[src/logic/plpfm_pkg.sv]
// Purpose: constants, field layout and carrier types of the indicator pin function mux
// Assumes: 16-bit management registers reached by word index; 250 MHz core clock
// Notes: byte address of a register on the bus is four times its index
// Notes on behaviour
// - pin 0 function codes map to sources.
// - pin 0 clock source: 5 PLL, 6 recovered.
// - pin 0 clock only when function is 1.
// - pin 1 clock source, same encoding, function 1.
// - pin 1 function codes, TX_ER and 25 MHz.
// - standard mode resets pin 1 to TX_ER.
// - extended mode resets pin 1 to reference clock, or to native when strapped.
// - pin 2 function codes, collision on 3/5/6.
// - extended mode bit 6 picks clock or pin1.
package plpfm_pkg;

   // register indices
   localparam logic [9:0] IDX_IO_CFG = 10'h302;
   localparam logic [9:0] IDX_PIN0 = 10'h303;
   localparam logic [9:0] IDX_PIN1 = 10'h304;
   localparam logic [9:0] IDX_PIN2 = 10'h305;
   localparam logic [9:0] IDX_STATUS = 10'h308;

   // field positions
   localparam int FUNC_LSB = 0;
   localparam int CLKSEL_LSB = 3;
   localparam int REFCLK_OFF_BIT = 6;
   localparam int STATUS_OFF_BIT = 0;

   // reset values
   localparam logic [15:0] PIN0_RESET = 16'h0008;
   localparam logic [15:0] PIN1_RESET_STD = 16'h000d;
   localparam logic [15:0] PIN1_RESET_EXT = 16'h000e;
   localparam logic [15:0] PIN1_RESET_EXT_NATIVE = 16'h0008;
   localparam logic [15:0] PIN2_RESET = 16'h0000;
   localparam logic [15:0] IO_CFG_RESET = 16'h0000;

   // function codes
   localparam logic [2:0] FN_NATIVE = 3'h0;
   localparam logic [2:0] FN_CLOCK = 3'h1;
   localparam logic [2:0] FN_WOL = 3'h2;
   localparam logic [2:0] FN_COL_A = 3'h3;
   localparam logic [2:0] FN_IRQ = 3'h4;
   localparam logic [2:0] FN_TXER = 3'h5;
   localparam logic [2:0] FN_REFCLK = 3'h6;
   localparam logic [2:0] FN_HIGH = 3'h7;

   // clock source codes
   localparam logic [2:0] CS_PLL = 3'h5;
   localparam logic [2:0] CS_REC = 3'h6;

   // external sources, all sampled into the core clock
   typedef struct packed {
      logic [2:0] native;
      logic pll_clk;
      logic rec_clk;
      logic wol;
      logic irq;
      logic tx_er;
      logic col;
      logic refclk;
   } plpfm_src_s;

   localparam int SRC_W = $bits(plpfm_src_s);

   typedef logic [15:0] plpfm_reg_t;

   // clock picked by a pin's clock source field, low when reserved
   function automatic logic plpfm_clock_pick(input logic [2:0] sel, input plpfm_src_s src);
      logic level;
      level = 1'b0;
      if (sel == CS_PLL) begin
         level = src.pll_clk;
      end else if (sel == CS_REC) begin
         level = src.rec_clk;
      end
      return level;
   endfunction

endpackage

[src/logic/plpfm_sync.sv]
// Purpose: two-stage synchroniser for inputs from outside the core clock
// Assumes: each bit is independent; no bus coherence across bits
// Notes: no reset, so the first stage feeds only the second
`timescale 1ns/1ps
module plpfm_sync #(
   parameter int W = 1
) (
   // clock
   input wire logic clk_i,
   // data
   input wire logic [W-1:0] d_i,
   output logic [W-1:0] q_o
);
   import plpfm_pkg::*;

   logic [W-1:0] meta;

   // two flops in a row, nothing else reads meta
   always_ff @(posedge clk_i) begin
      meta <= d_i;
      q_o <= meta;
   end
endmodule

[src/logic/plpfm_pin_mux.sv]
// Purpose: combinational source select for one indicator pin
// Assumes: sources already synchronised; PIN is 0, 1 or 2
// Notes: result is registered by the caller before it reaches a pin
`timescale 1ns/1ps
module plpfm_pin_mux #(
   parameter int PIN = 0
) (
   // selection
   input wire logic [2:0] func_i,
   input wire logic [2:0] clk_sel_i,
   // sources
   input wire plpfm_pkg::plpfm_src_s src_i,
   // result
   output logic level_o
);
   import plpfm_pkg::*;

   logic clock_level;
   logic level_p0;
   logic level_p1;
   logic level_p2;

   // clock reaches the pin only through function code 1
   assign clock_level = (func_i == FN_CLOCK) ? plpfm_clock_pick(clk_sel_i, src_i) : 1'b0;

   // pin 0: 3, 5, 6 low, 7 high
   assign level_p0 = (func_i == FN_NATIVE) ? src_i.native[0] :
                     (func_i == FN_CLOCK) ? clock_level :
                     (func_i == FN_WOL) ? src_i.wol :
                     (func_i == FN_IRQ) ? src_i.irq :
                     (func_i == FN_HIGH) ? 1'b1 : 1'b0;

   // pin 1: 3 and 7 reserved, held low
   assign level_p1 = (func_i == FN_NATIVE) ? src_i.native[1] :
                     (func_i == FN_CLOCK) ? clock_level :
                     (func_i == FN_WOL) ? src_i.wol :
                     (func_i == FN_IRQ) ? src_i.irq :
                     (func_i == FN_TXER) ? src_i.tx_er :
                     (func_i == FN_REFCLK) ? src_i.refclk : 1'b0;

   // pin 2: code 1 reserved and held low, collision on three codes
   assign level_p2 = (func_i == FN_NATIVE) ? src_i.native[2] :
                     (func_i == FN_WOL) ? src_i.wol :
                     (func_i == FN_COL_A || func_i == FN_TXER || func_i == FN_REFCLK) ? src_i.col :
                     (func_i == FN_IRQ) ? src_i.irq :
                     (func_i == FN_HIGH) ? 1'b1 : 1'b0;

   assign level_o = (PIN == 0) ? level_p0 : (PIN == 1) ? level_p1 : level_p2;
endmodule

[src/logic/plpfm_top.sv]
// Purpose: indicator pin function mux with its configuration registers on classic Wishbone
// Assumes: straps and mode input are stable around reset; sources arrive from pins
// Notes: sampled clocks on the pins are only as good as 250 MHz sampling allows
//
// Added by the designer: the Wishbone interface to the registers.
`timescale 1ns/1ps
module plpfm_top #(
   parameter logic FUNC_WRITABLE = 1'b1,
   parameter int ADR_W = 12
) (
   // clock and reset
   input wire logic clk_i,
   input wire logic rst_i,
   // wishbone slave
   input wire logic wb_cyc_i,
   input wire logic wb_stb_i,
   input wire logic wb_we_i,
   input wire logic [ADR_W-1:0] wb_adr_i,
   input wire logic [3:0] wb_sel_i,
   input wire logic [31:0] wb_dat_i,
   output logic [31:0] wb_dat_o,
   output logic wb_ack_o,
   // pinout mode and straps
   input wire logic extended_pinout_mode_i,
   input wire logic pin1_native_strap_i,
   // signal sources
   input wire plpfm_pkg::plpfm_src_s src_i,
   // indicator pins
   output logic indicator_pin_0_o,
   output logic indicator_pin_1_o,
   output logic indicator_pin_2_o
);
   import plpfm_pkg::*;

   // synchronised inputs
   logic [SRC_W+1:0] raw_in;
   logic [SRC_W+1:0] sync_in;
   plpfm_src_s src_s;
   logic ext_mode;
   logic native_strap;

   // configuration state
   logic [2:0] pin0_function_select;
   logic [2:0] pin0_clock_source;
   logic [2:0] pin1_function_select;
   logic [2:0] pin1_clock_source;
   logic [2:0] pin2_function_select;
   logic refclk_out_disable;

   // bus decode
   logic [9:0] reg_idx;
   logic bus_req;
   logic wr_lane0;
   logic hit_io;
   logic hit_pin0;
   logic hit_pin1;
   logic hit_pin2;
   logic hit_status;
   plpfm_reg_t rd_io;
   plpfm_reg_t rd_pin0;
   plpfm_reg_t rd_pin1;
   plpfm_reg_t rd_pin2;
   plpfm_reg_t rd_status;
   plpfm_reg_t rd_word;
   plpfm_reg_t pin1_reset_word;

   // mux results
   logic mux0;
   logic mux1;
   logic mux2;
   logic shared_pin1;

   // every external level passes two flops before use
   assign raw_in = {pin1_native_strap_i, extended_pinout_mode_i, src_i};

   plpfm_sync #(
      .W(SRC_W + 2)
   ) u_sync (
      .clk_i(clk_i),
      .d_i(raw_in),
      .q_o(sync_in)
   );

   assign src_s = sync_in[SRC_W-1:0];
   assign ext_mode = sync_in[SRC_W];
   assign native_strap = sync_in[SRC_W+1];

   // pin 1 default depends on mode and strap, taken while reset is held
   assign pin1_reset_word = !ext_mode ? PIN1_RESET_STD :
                            native_strap ? PIN1_RESET_EXT_NATIVE : PIN1_RESET_EXT;

   // word index from the byte address; low two bits are ignored
   assign reg_idx = wb_adr_i[11:2];
   assign bus_req = wb_cyc_i && wb_stb_i && !wb_ack_o;
   // every writable field sits in the low byte
   assign wr_lane0 = bus_req && wb_we_i && wb_sel_i[0];

   // address decode
   assign hit_io = (reg_idx == IDX_IO_CFG);
   assign hit_pin0 = (reg_idx == IDX_PIN0);
   assign hit_pin1 = (reg_idx == IDX_PIN1);
   assign hit_pin2 = (reg_idx == IDX_PIN2);
   assign hit_status = (reg_idx == IDX_STATUS);

   // read words, reserved bits read as zero
   assign rd_io = 16'h0000 | (16'(refclk_out_disable) << REFCLK_OFF_BIT);
   assign rd_pin0 = (16'(pin0_clock_source) << CLKSEL_LSB) | (16'(pin0_function_select) << FUNC_LSB);
   assign rd_pin1 = (16'(pin1_clock_source) << CLKSEL_LSB) | (16'(pin1_function_select) << FUNC_LSB);
   assign rd_pin2 = 16'(pin2_function_select) << FUNC_LSB;
   // status only means something in extended mode
   assign rd_status = 16'(refclk_out_disable && ext_mode) << STATUS_OFF_BIT;

   // unmapped indices read as zero
   assign rd_word = hit_io ? rd_io :
                    hit_pin0 ? rd_pin0 :
                    hit_pin1 ? rd_pin1 :
                    hit_pin2 ? rd_pin2 :
                    hit_status ? rd_status : 16'h0000;

   // io configuration, bit 6 steers the shared pin
   always_ff @(posedge clk_i) begin
      if (rst_i) begin
         refclk_out_disable <= IO_CFG_RESET[REFCLK_OFF_BIT];
      end else if (wr_lane0 && hit_io) begin
         refclk_out_disable <= wb_dat_i[REFCLK_OFF_BIT];
      end
   end

   // pin 0 configuration
   always_ff @(posedge clk_i) begin
      if (rst_i) begin
         pin0_clock_source <= PIN0_RESET[CLKSEL_LSB +: 3];
         pin0_function_select <= PIN0_RESET[FUNC_LSB +: 3];
      end else if (wr_lane0 && hit_pin0) begin
         pin0_clock_source <= wb_dat_i[CLKSEL_LSB +: 3];
         if (FUNC_WRITABLE) begin
            pin0_function_select <= wb_dat_i[FUNC_LSB +: 3];
         end
      end
   end

   // pin 1 configuration, reset value follows the synchronised straps
   always_ff @(posedge clk_i) begin
      if (rst_i) begin
         pin1_clock_source <= pin1_reset_word[CLKSEL_LSB +: 3];
         pin1_function_select <= pin1_reset_word[FUNC_LSB +: 3];
      end else if (wr_lane0 && hit_pin1) begin
         pin1_clock_source <= wb_dat_i[CLKSEL_LSB +: 3];
         if (FUNC_WRITABLE) begin
            pin1_function_select <= wb_dat_i[FUNC_LSB +: 3];
         end
      end
   end

   // pin 2 configuration, function field always writable
   always_ff @(posedge clk_i) begin
      if (rst_i) begin
         pin2_function_select <= PIN2_RESET[FUNC_LSB +: 3];
      end else if (wr_lane0 && hit_pin2) begin
         pin2_function_select <= wb_dat_i[FUNC_LSB +: 3];
      end
   end

   // single cycle ack; unmapped addresses also ack so a master never hangs
   always_ff @(posedge clk_i) begin
      if (rst_i) begin
         wb_ack_o <= 1'b0;
         wb_dat_o <= 32'h0000_0000;
      end else begin
         wb_ack_o <= bus_req;
         if (bus_req && !wb_we_i) begin
            wb_dat_o <= {16'h0000, rd_word};
         end
      end
   end

   // per-pin selection
   plpfm_pin_mux #(
      .PIN(0)
   ) u_mux0 (
      .func_i(pin0_function_select),
      .clk_sel_i(pin0_clock_source),
      .src_i(src_s),
      .level_o(mux0)
   );

   plpfm_pin_mux #(
      .PIN(1)
   ) u_mux1 (
      .func_i(pin1_function_select),
      .clk_sel_i(pin1_clock_source),
      .src_i(src_s),
      .level_o(mux1)
   );

   // pin 2 has no clock source field, so it is tied to a reserved code
   plpfm_pin_mux #(
      .PIN(2)
   ) u_mux2 (
      .func_i(pin2_function_select),
      .clk_sel_i(3'h0),
      .src_i(src_s),
      .level_o(mux2)
   );

   // extended mode with bit 6 clear puts the reference clock on the shared pin
   assign shared_pin1 = (ext_mode && !refclk_out_disable) ? src_s.refclk : mux1;

   // registered pins keep glitches of the select logic off the board
   always_ff @(posedge clk_i) begin
      if (rst_i) begin
         indicator_pin_0_o <= 1'b0;
         indicator_pin_1_o <= 1'b0;
         indicator_pin_2_o <= 1'b0;
      end else begin
         indicator_pin_0_o <= mux0;
         indicator_pin_1_o <= shared_pin1;
         indicator_pin_2_o <= mux2;
      end
   end
endmodule

[config.mk]
export PLATFORM = sky130hd
export DESIGN_NAME = plpfm_top
export DESIGN_NICKNAME = d
export VERILOG_FILES = /design/src/logic/plpfm_pkg.sv /design/src/logic/plpfm_sync.sv /design/src/logic/plpfm_pin_mux.sv /design/src/logic/plpfm_top.sv
export SDC_FILE = /design/constraint.sdc
export NUM_CORES = 1
export LEC_CHECK = 0
export BUFFER_PORTS_ARGS = -buffer_cell sky130_fd_sc_hd__buf_4
export CAP_MARGIN = 20
export CORE_AREA = 2 2 73 75
export CTS_CLUSTER_DIAMETER = 100
export DETAILED_ROUTE_END_ITERATION = 16
export DIE_AREA = 0 0 75 77
export PLACE_DENSITY_LB_ADDON = 0.05
export SLEW_MARGIN = 15
export SYNTH_ARGS = -nofsm -noshare
export SYNTH_HDL_FRONTEND = slang
export SYNTH_SLANG_ARGS = --single-unit
[constraint.sdc]
create_clock -name clk_i -period 2.1 [get_ports clk_i]
set_input_delay 0.315 -clock clk_i [delete_from_list [all_inputs] [get_ports clk_i]]
set_output_delay 0.315 -clock clk_i [all_outputs]
set_load 0.03 [all_outputs]
# After elaboration in Yosys (flattened, before gate mapping)
# Cells that the tools add are included.
dict set report classes {
  n_eq_ne 24
  muxes 32
  bitwise_logic 2
  n_reduce_logical 20
}
# operator count
set ops {}
lappend ops {{$eq 10x10->1 const B} 5}
lappend ops {{$eq 3x3->1 const B} 13}
lappend ops {{$mux 1} 22}
lappend ops {{$mux 3} 7}
lappend ops {{$eq 3x2->1 const B} 4}
lappend ops {{$mux 6} 2}
lappend ops {{$or 6x3->6} 2}
lappend ops {{$logic_and 1x1->1} 11}
lappend ops {{$logic_not 3->1} 3}
lappend ops {{$mux 7} 1}
lappend ops {{$eq 3x1->1 const B} 2}
lappend ops {{$logic_not 1->1} 3}
lappend ops {{$logic_or 1x1->1} 2}
lappend ops {{$reduce_bool 2->1} 1}
dict set report word_totals {
  reg_bits 60
  inputBits 65
  output_inout_bits 36
  word_cells 91
}

# Longest topological paths before layout
dict set report logic_depth {
  depth_word 8
  depth_mapped 6
  ltp_nobuf 4
}

# Hierarchy
# A second synthesis with hierarchy kept.
dict set report hier_totals {
  hier_cells 196
  hier_area_um2 2107.0
}
# mod instances cells_each area_per_inst_um2 seq_area_each_um2
set modules_own_cells {}
lappend modules_own_cells {plpfm_top 1 139 1395.1 600.6}
lappend modules_own_cells {plpfm_sync 1 24 480.5 480.5}
lappend modules_own_cells {{plpfm_pin_mux (u_mux1)} 1 13 95.1 0.0}
lappend modules_own_cells {{plpfm_pin_mux (u_mux0)} 1 11 82.6 0.0}
lappend modules_own_cells {{plpfm_pin_mux (u_mux2)} 1 9 53.8 0.0}

# Worst setup path after synthesis
# Ideal clock, no wire load.
dict set report synth_path {
  kind {input to register}
  from {in wb_adr_i[7]}
  to {reg pin1_clock_source[0], enable pin}
  setup_ns 0.319
  t_arrival_ns 1.536
  setup_slack_ns 0.245
  cell_stages 4
  path_buffers 1
  path_cell_list {or4_4 > nor3_4 > buf_6 > a41o_1}
}
dict set report synth_via {
  elab_chain_cells 3
}
# element line_no
set synth_lines {}
lappend synth_lines {{start: declaration} plpfm_top.sv:18} ;# input wire logic [ADR_W-1:0] wb_adr_i,
lappend synth_lines {{$eq 10x10->1} plpfm_top.sv:101} ;# assign hit_pin1 = (reg_idx == IDX_PIN1);
lappend synth_lines {{$logic_and 1x1->1} plpfm_top.sv:147} ;# end else if (wr_lane0 && hit_pin1) begin
lappend synth_lines {{$reduce_bool 2->1 (no line)} --}
lappend synth_lines {{end signal: assignment} plpfm_top.sv:145} ;# pin1_clock_source <= pin1_reset_word[CLKSEL_LSB +: 3];
lappend synth_lines {{end signal: assignment} plpfm_top.sv:148} ;# pin1_clock_source <= wb_dat_i[CLKSEL_LSB +: 3];
lappend synth_lines {{end: declaration} plpfm_top.sv:46} ;# logic [2:0] pin1_clock_source;
# No other way between the ends.
# A chain may end at the register's enable or synchronous reset.

# Final worst setup path
dict set report layout_path {
  from {in wb_adr_i[7]}
  to {reg pin1_function_select[1], enable pin}
}
dict set report layout_via {
  elab_chain_cells 3
}
# element line_no
set layout_lines {}
lappend layout_lines {{$eq 10x10->1} plpfm_top.sv:101}
lappend layout_lines {{$logic_and 1x1->1} plpfm_top.sv:147}
lappend layout_lines {{$reduce_bool 2->1 (no line)} --}
lappend layout_lines {{end signal: assignment} plpfm_top.sv:146} ;# pin1_function_select <= pin1_reset_word[FUNC_LSB +: 3];
lappend layout_lines {{end signal: assignment} plpfm_top.sv:150} ;# pin1_function_select <= wb_dat_i[FUNC_LSB +: 3];
lappend layout_lines {{end: declaration} plpfm_top.sv:45} ;# logic [2:0] pin1_function_select;
# No other way between the ends.

==> impl_metrics.tcl <==
set metrics [dict create \
    cts_hold_buf 0 \
    die_h_um 77 \
    place_congestion 0.771 \
    netlist-cell-type-count 47 \
    finalWirelength_um 3980 \
    postSynthCellCount 210 \
    p_total_uw 1810 \
    ioPinCount 101 \
    p_switching_uw 468 \
    drc_errors 0 \
    ys.warnings.count 0 \
    rr_worst_depth 2 \
    finClkSkew_ps 5.99 \
    slowest_stage "or4_4" \
    clk_pin_slew_ps 90 \
    switching_share_pct 25.8 \
    cts_tree "built" \
    powerDensity_nw_per_um2 699 \
    cpPeakStageDelay_ps 550 \
    dr.pass1.iters 4 \
    grt_max_degree 35 \
    grt_pass1_vias 1393 \
    vias_per_cell 4.69 \
    finalHoldViolations 0 \
    ant_nets 0 \
    layout_min_cycle_time_ps 1660 \
    clkPwrFrac_pct 30.8 \
    numCtsBuffers 5 \
    setup_viol 0 \
    dp_hpwl_um 3060 \
    drt_iter0_drc 93 \
    drive_gt1_share_pct 28.3 \
    initial_core_util_pct 44.3 \
    crit_fanout 6 \
    clkSinkCount 51 \
    dieArea_sq_um 5780 \
    setup_tns_ps 0 \
    ir_worst_vdd_mv 0.495 \
    async_flop_share_pct 0 \
    num-fill-cells 493 \
    grt_overflow 0 \
    num-nets-final 322 \
    critical_path.endpoint "pin1_function_select[1]" \
    cts.path.max_buffers 2 \
    via_count 1539 \
    rows 26 \
    p_leak_uw 0.00114 \
    r2r_start "wb_ack_o" \
    placed_area_sq_um 2510 \
    grt.total_usage_pct 14.9 \
    grt_pass1_wl_um 6580 \
    critPathTopFamily "simple AND/OR/NAND/NOR gates" \
    pwr-share-comb_pct 11.6 \
    antenna_found_initial 0 \
    post-route-util_pct 52.1 \
    coreArea_sq_um 4980 \
    synth_edf_count 6 \
    area_growth_pct 17.8 \
    path_depth 4 \
    synth_flop_cell "dfxtp_1" \
    h-tree-depth 2 \
    post-cts-setup-buffers 0 \
    cts_root_buf "clkbuf_8" \
    status "complete, no violations" \
    num_antenna_cells 0 \
    crit_buf_inv 1 \
    syn-mean-instance-area_sq_um 10.5 \
    worst_slack_ps 441 \
    hp-class "input pin to flip-flop" \
    power.share.sequential_pct 57.6 \
    rsz0062_at_grt "false" \
    die_w_um 75 \
    drv_slew 0 \
    p_int_uw 1350 \
    wl_per_cell_um 12.1 \
    startpoint_type "input pin" \
    r2r-end "pin1_function_select[1]" \
    clock_latency_ps 300 \
    critPathKind "input pin to flip-flop" \
    worstPathRequired_ps 2080 \
    yosysSeqAreaShare_pct 49.1 \
    endpoint_kind "flip-flop" \
    fmax_mhz 603 \
    ys_seq_elements 51 \
    cts_resized 0 \
    rrSetupSlack_ps 640 \
    worstSetupStartpoint "wb_adr_i[7]" \
    crit_path_cell_trace "buf_4 > or4_4 > nor3_4 > a41o_1" \
    fin_crit_sh_pct 79.0 \
    final_cell_area_sq_um 2590 \
    preCtsSetupSlack_ps 102 \
    arrival_ps 1640 \
    max-cap-violations 0 \
    port_buffers 45 \
    syn-cell-area_sq_um 2200 \
]
[power by group through the flow]
stage,clock [uW],sequential [uW],combinational [uW]
6_report,558,1040,211
5_1_grt,619,1050,230
4_1_cts,584,1050,212
3_5_place_dp,0,1070,211
3_3_place_gp,0,1070,211
2_1_floorplan,0,1070,167
[cell type report]
| cell class | count | area, sq um | share of cell area [%] |
|---|---|---|---|
| Tap cell | 70 | 87.6 | 3.38 |
| Clock inverter | 2 | 15.0 | 0.579 |
| Timing Repair Buffer | 49 | 368 | 14.2 |
| Multi-Input combinational cell | 146 | 956 | 36.8 |
| Clock buffer | 6 | 72.6 | 2.80 |
| Sequential cell | 51 | 1080 | 41.7 |
| Inverter | 4 | 15.0 | 0.579 |
[state kept, by name, summed over array words and instances (netlist names)]
| signal | count |
|---|---|
| indicator_pin_2_o | 1 |
| refclk_out_disable | 1 |
| wb_dat_o | 7 |
| pin2_function_select | 3 |
| u_sync.q_o | 12 |
| pin1_clock_source | 3 |
| u_sync.meta | 12 |
| pin0_clock_source | 3 |
| pin1_function_select | 3 |
| pin0_function_select | 3 |
| indicator_pin_1_o | 1 |
| wb_ack_o | 1 |
| indicator_pin_0_o | 1 |
[worst reg2reg max path: cells and delay by family (launching register included)]
kind / cells / cell delay, ps
compound gates: 1 / 410
flops: 1 / 370
simple gates: 1 / 360
[per-layer routing]
metal	vias to the layer above	track usage, %	wire length (um)
met1	697	19.2	1780
li1	786	-	-
met3	5	3.94	265
met2	51	23.8	1890
met5	-	0	0
met4	0	5.36	43
[worst min-delay path by stage]
stage                      startpoint         endpoint  slack (ps)  depth (start not counted)
2_1_floorplan          u_sync.meta[0]    u_sync.q_o[0]         310                          0
3_3_place_gp          u_sync.meta[10]   u_sync.q_o[10]         310                          0
3_5_place_dp           u_sync.meta[3]    u_sync.q_o[3]         310                          0
4_1_cts                      src_i[1]   u_sync.meta[1]         100                          1
5_1_grt        extended_pinout_mode_i  u_sync.meta[10]          90                          1
6_report          pin1_native_strap_i  u_sync.meta[11]         110                          1
[Yosys cell counts (5+ instances only)]
| master | n | area share, % |
|---|---|---|
| a21oi_1 | 8 | 1.8 |
| nor2b_1 | 5 | 1.4 |
| buf_4 | 25 | 8.5 |
| nand2_1 | 16 | 2.7 |
| nand3b_1 | 5 | 1.7 |
| edfxtp_1 | 6 | 8.2 |
| nand2b_1 | 7 | 2.0 |
| dfxtp_1 | 45 | 41 |
| nor2_1 | 13 | 2.2 |
| mux2i_1 | 10 | 4.5 |
| or2b_2 | 5 | 2.0 |
[placed cells by master (no fill, tap or decap), types with 3 or more instances in the layout]
cell,count
or2b_2,5
clkbuf_8,5
mux2i_1,10
nand4_1,4
dfxtp_1,45
mux2_2,3
o21ai_0,4
a21oi_1,8
nand4b_1,3
nand3_1,3
edfxtp_1,6
nand2_1,16
nand3b_1,5
conb_1,25
nand2b_1,7
nor2_1,13
nor3_1,4
inv_1,4
nor2b_1,5
buf_4,49
[cells by family after synthesis]
kind of cell / after synthesis / synth area share, %
AND/OR/NAND/NOR: 76 / 22.1
flip-flops: 51 / 49.1
buffers and inverters: 37 / 11.6
AO/OA/AOI/OAI: 29 / 9.14
multiplexers: 15 / 7.44
adder cells (fa/ha/maj): 1 / 0.454
other: 1 / 0.170
[per-stage QoR]
| step | instances | hold slack, ps |
|---|---|---|
| floorplan | 234 | 310 |
| global placement | 320 | 310 |
| detailed placement | 320 | 312 |
| CTS | 328 | 97.8 |
| global route | 328 | 90.1 |
| finish | 328 | 111 |
Note: power is estimated with default switching activity, not from simulation.
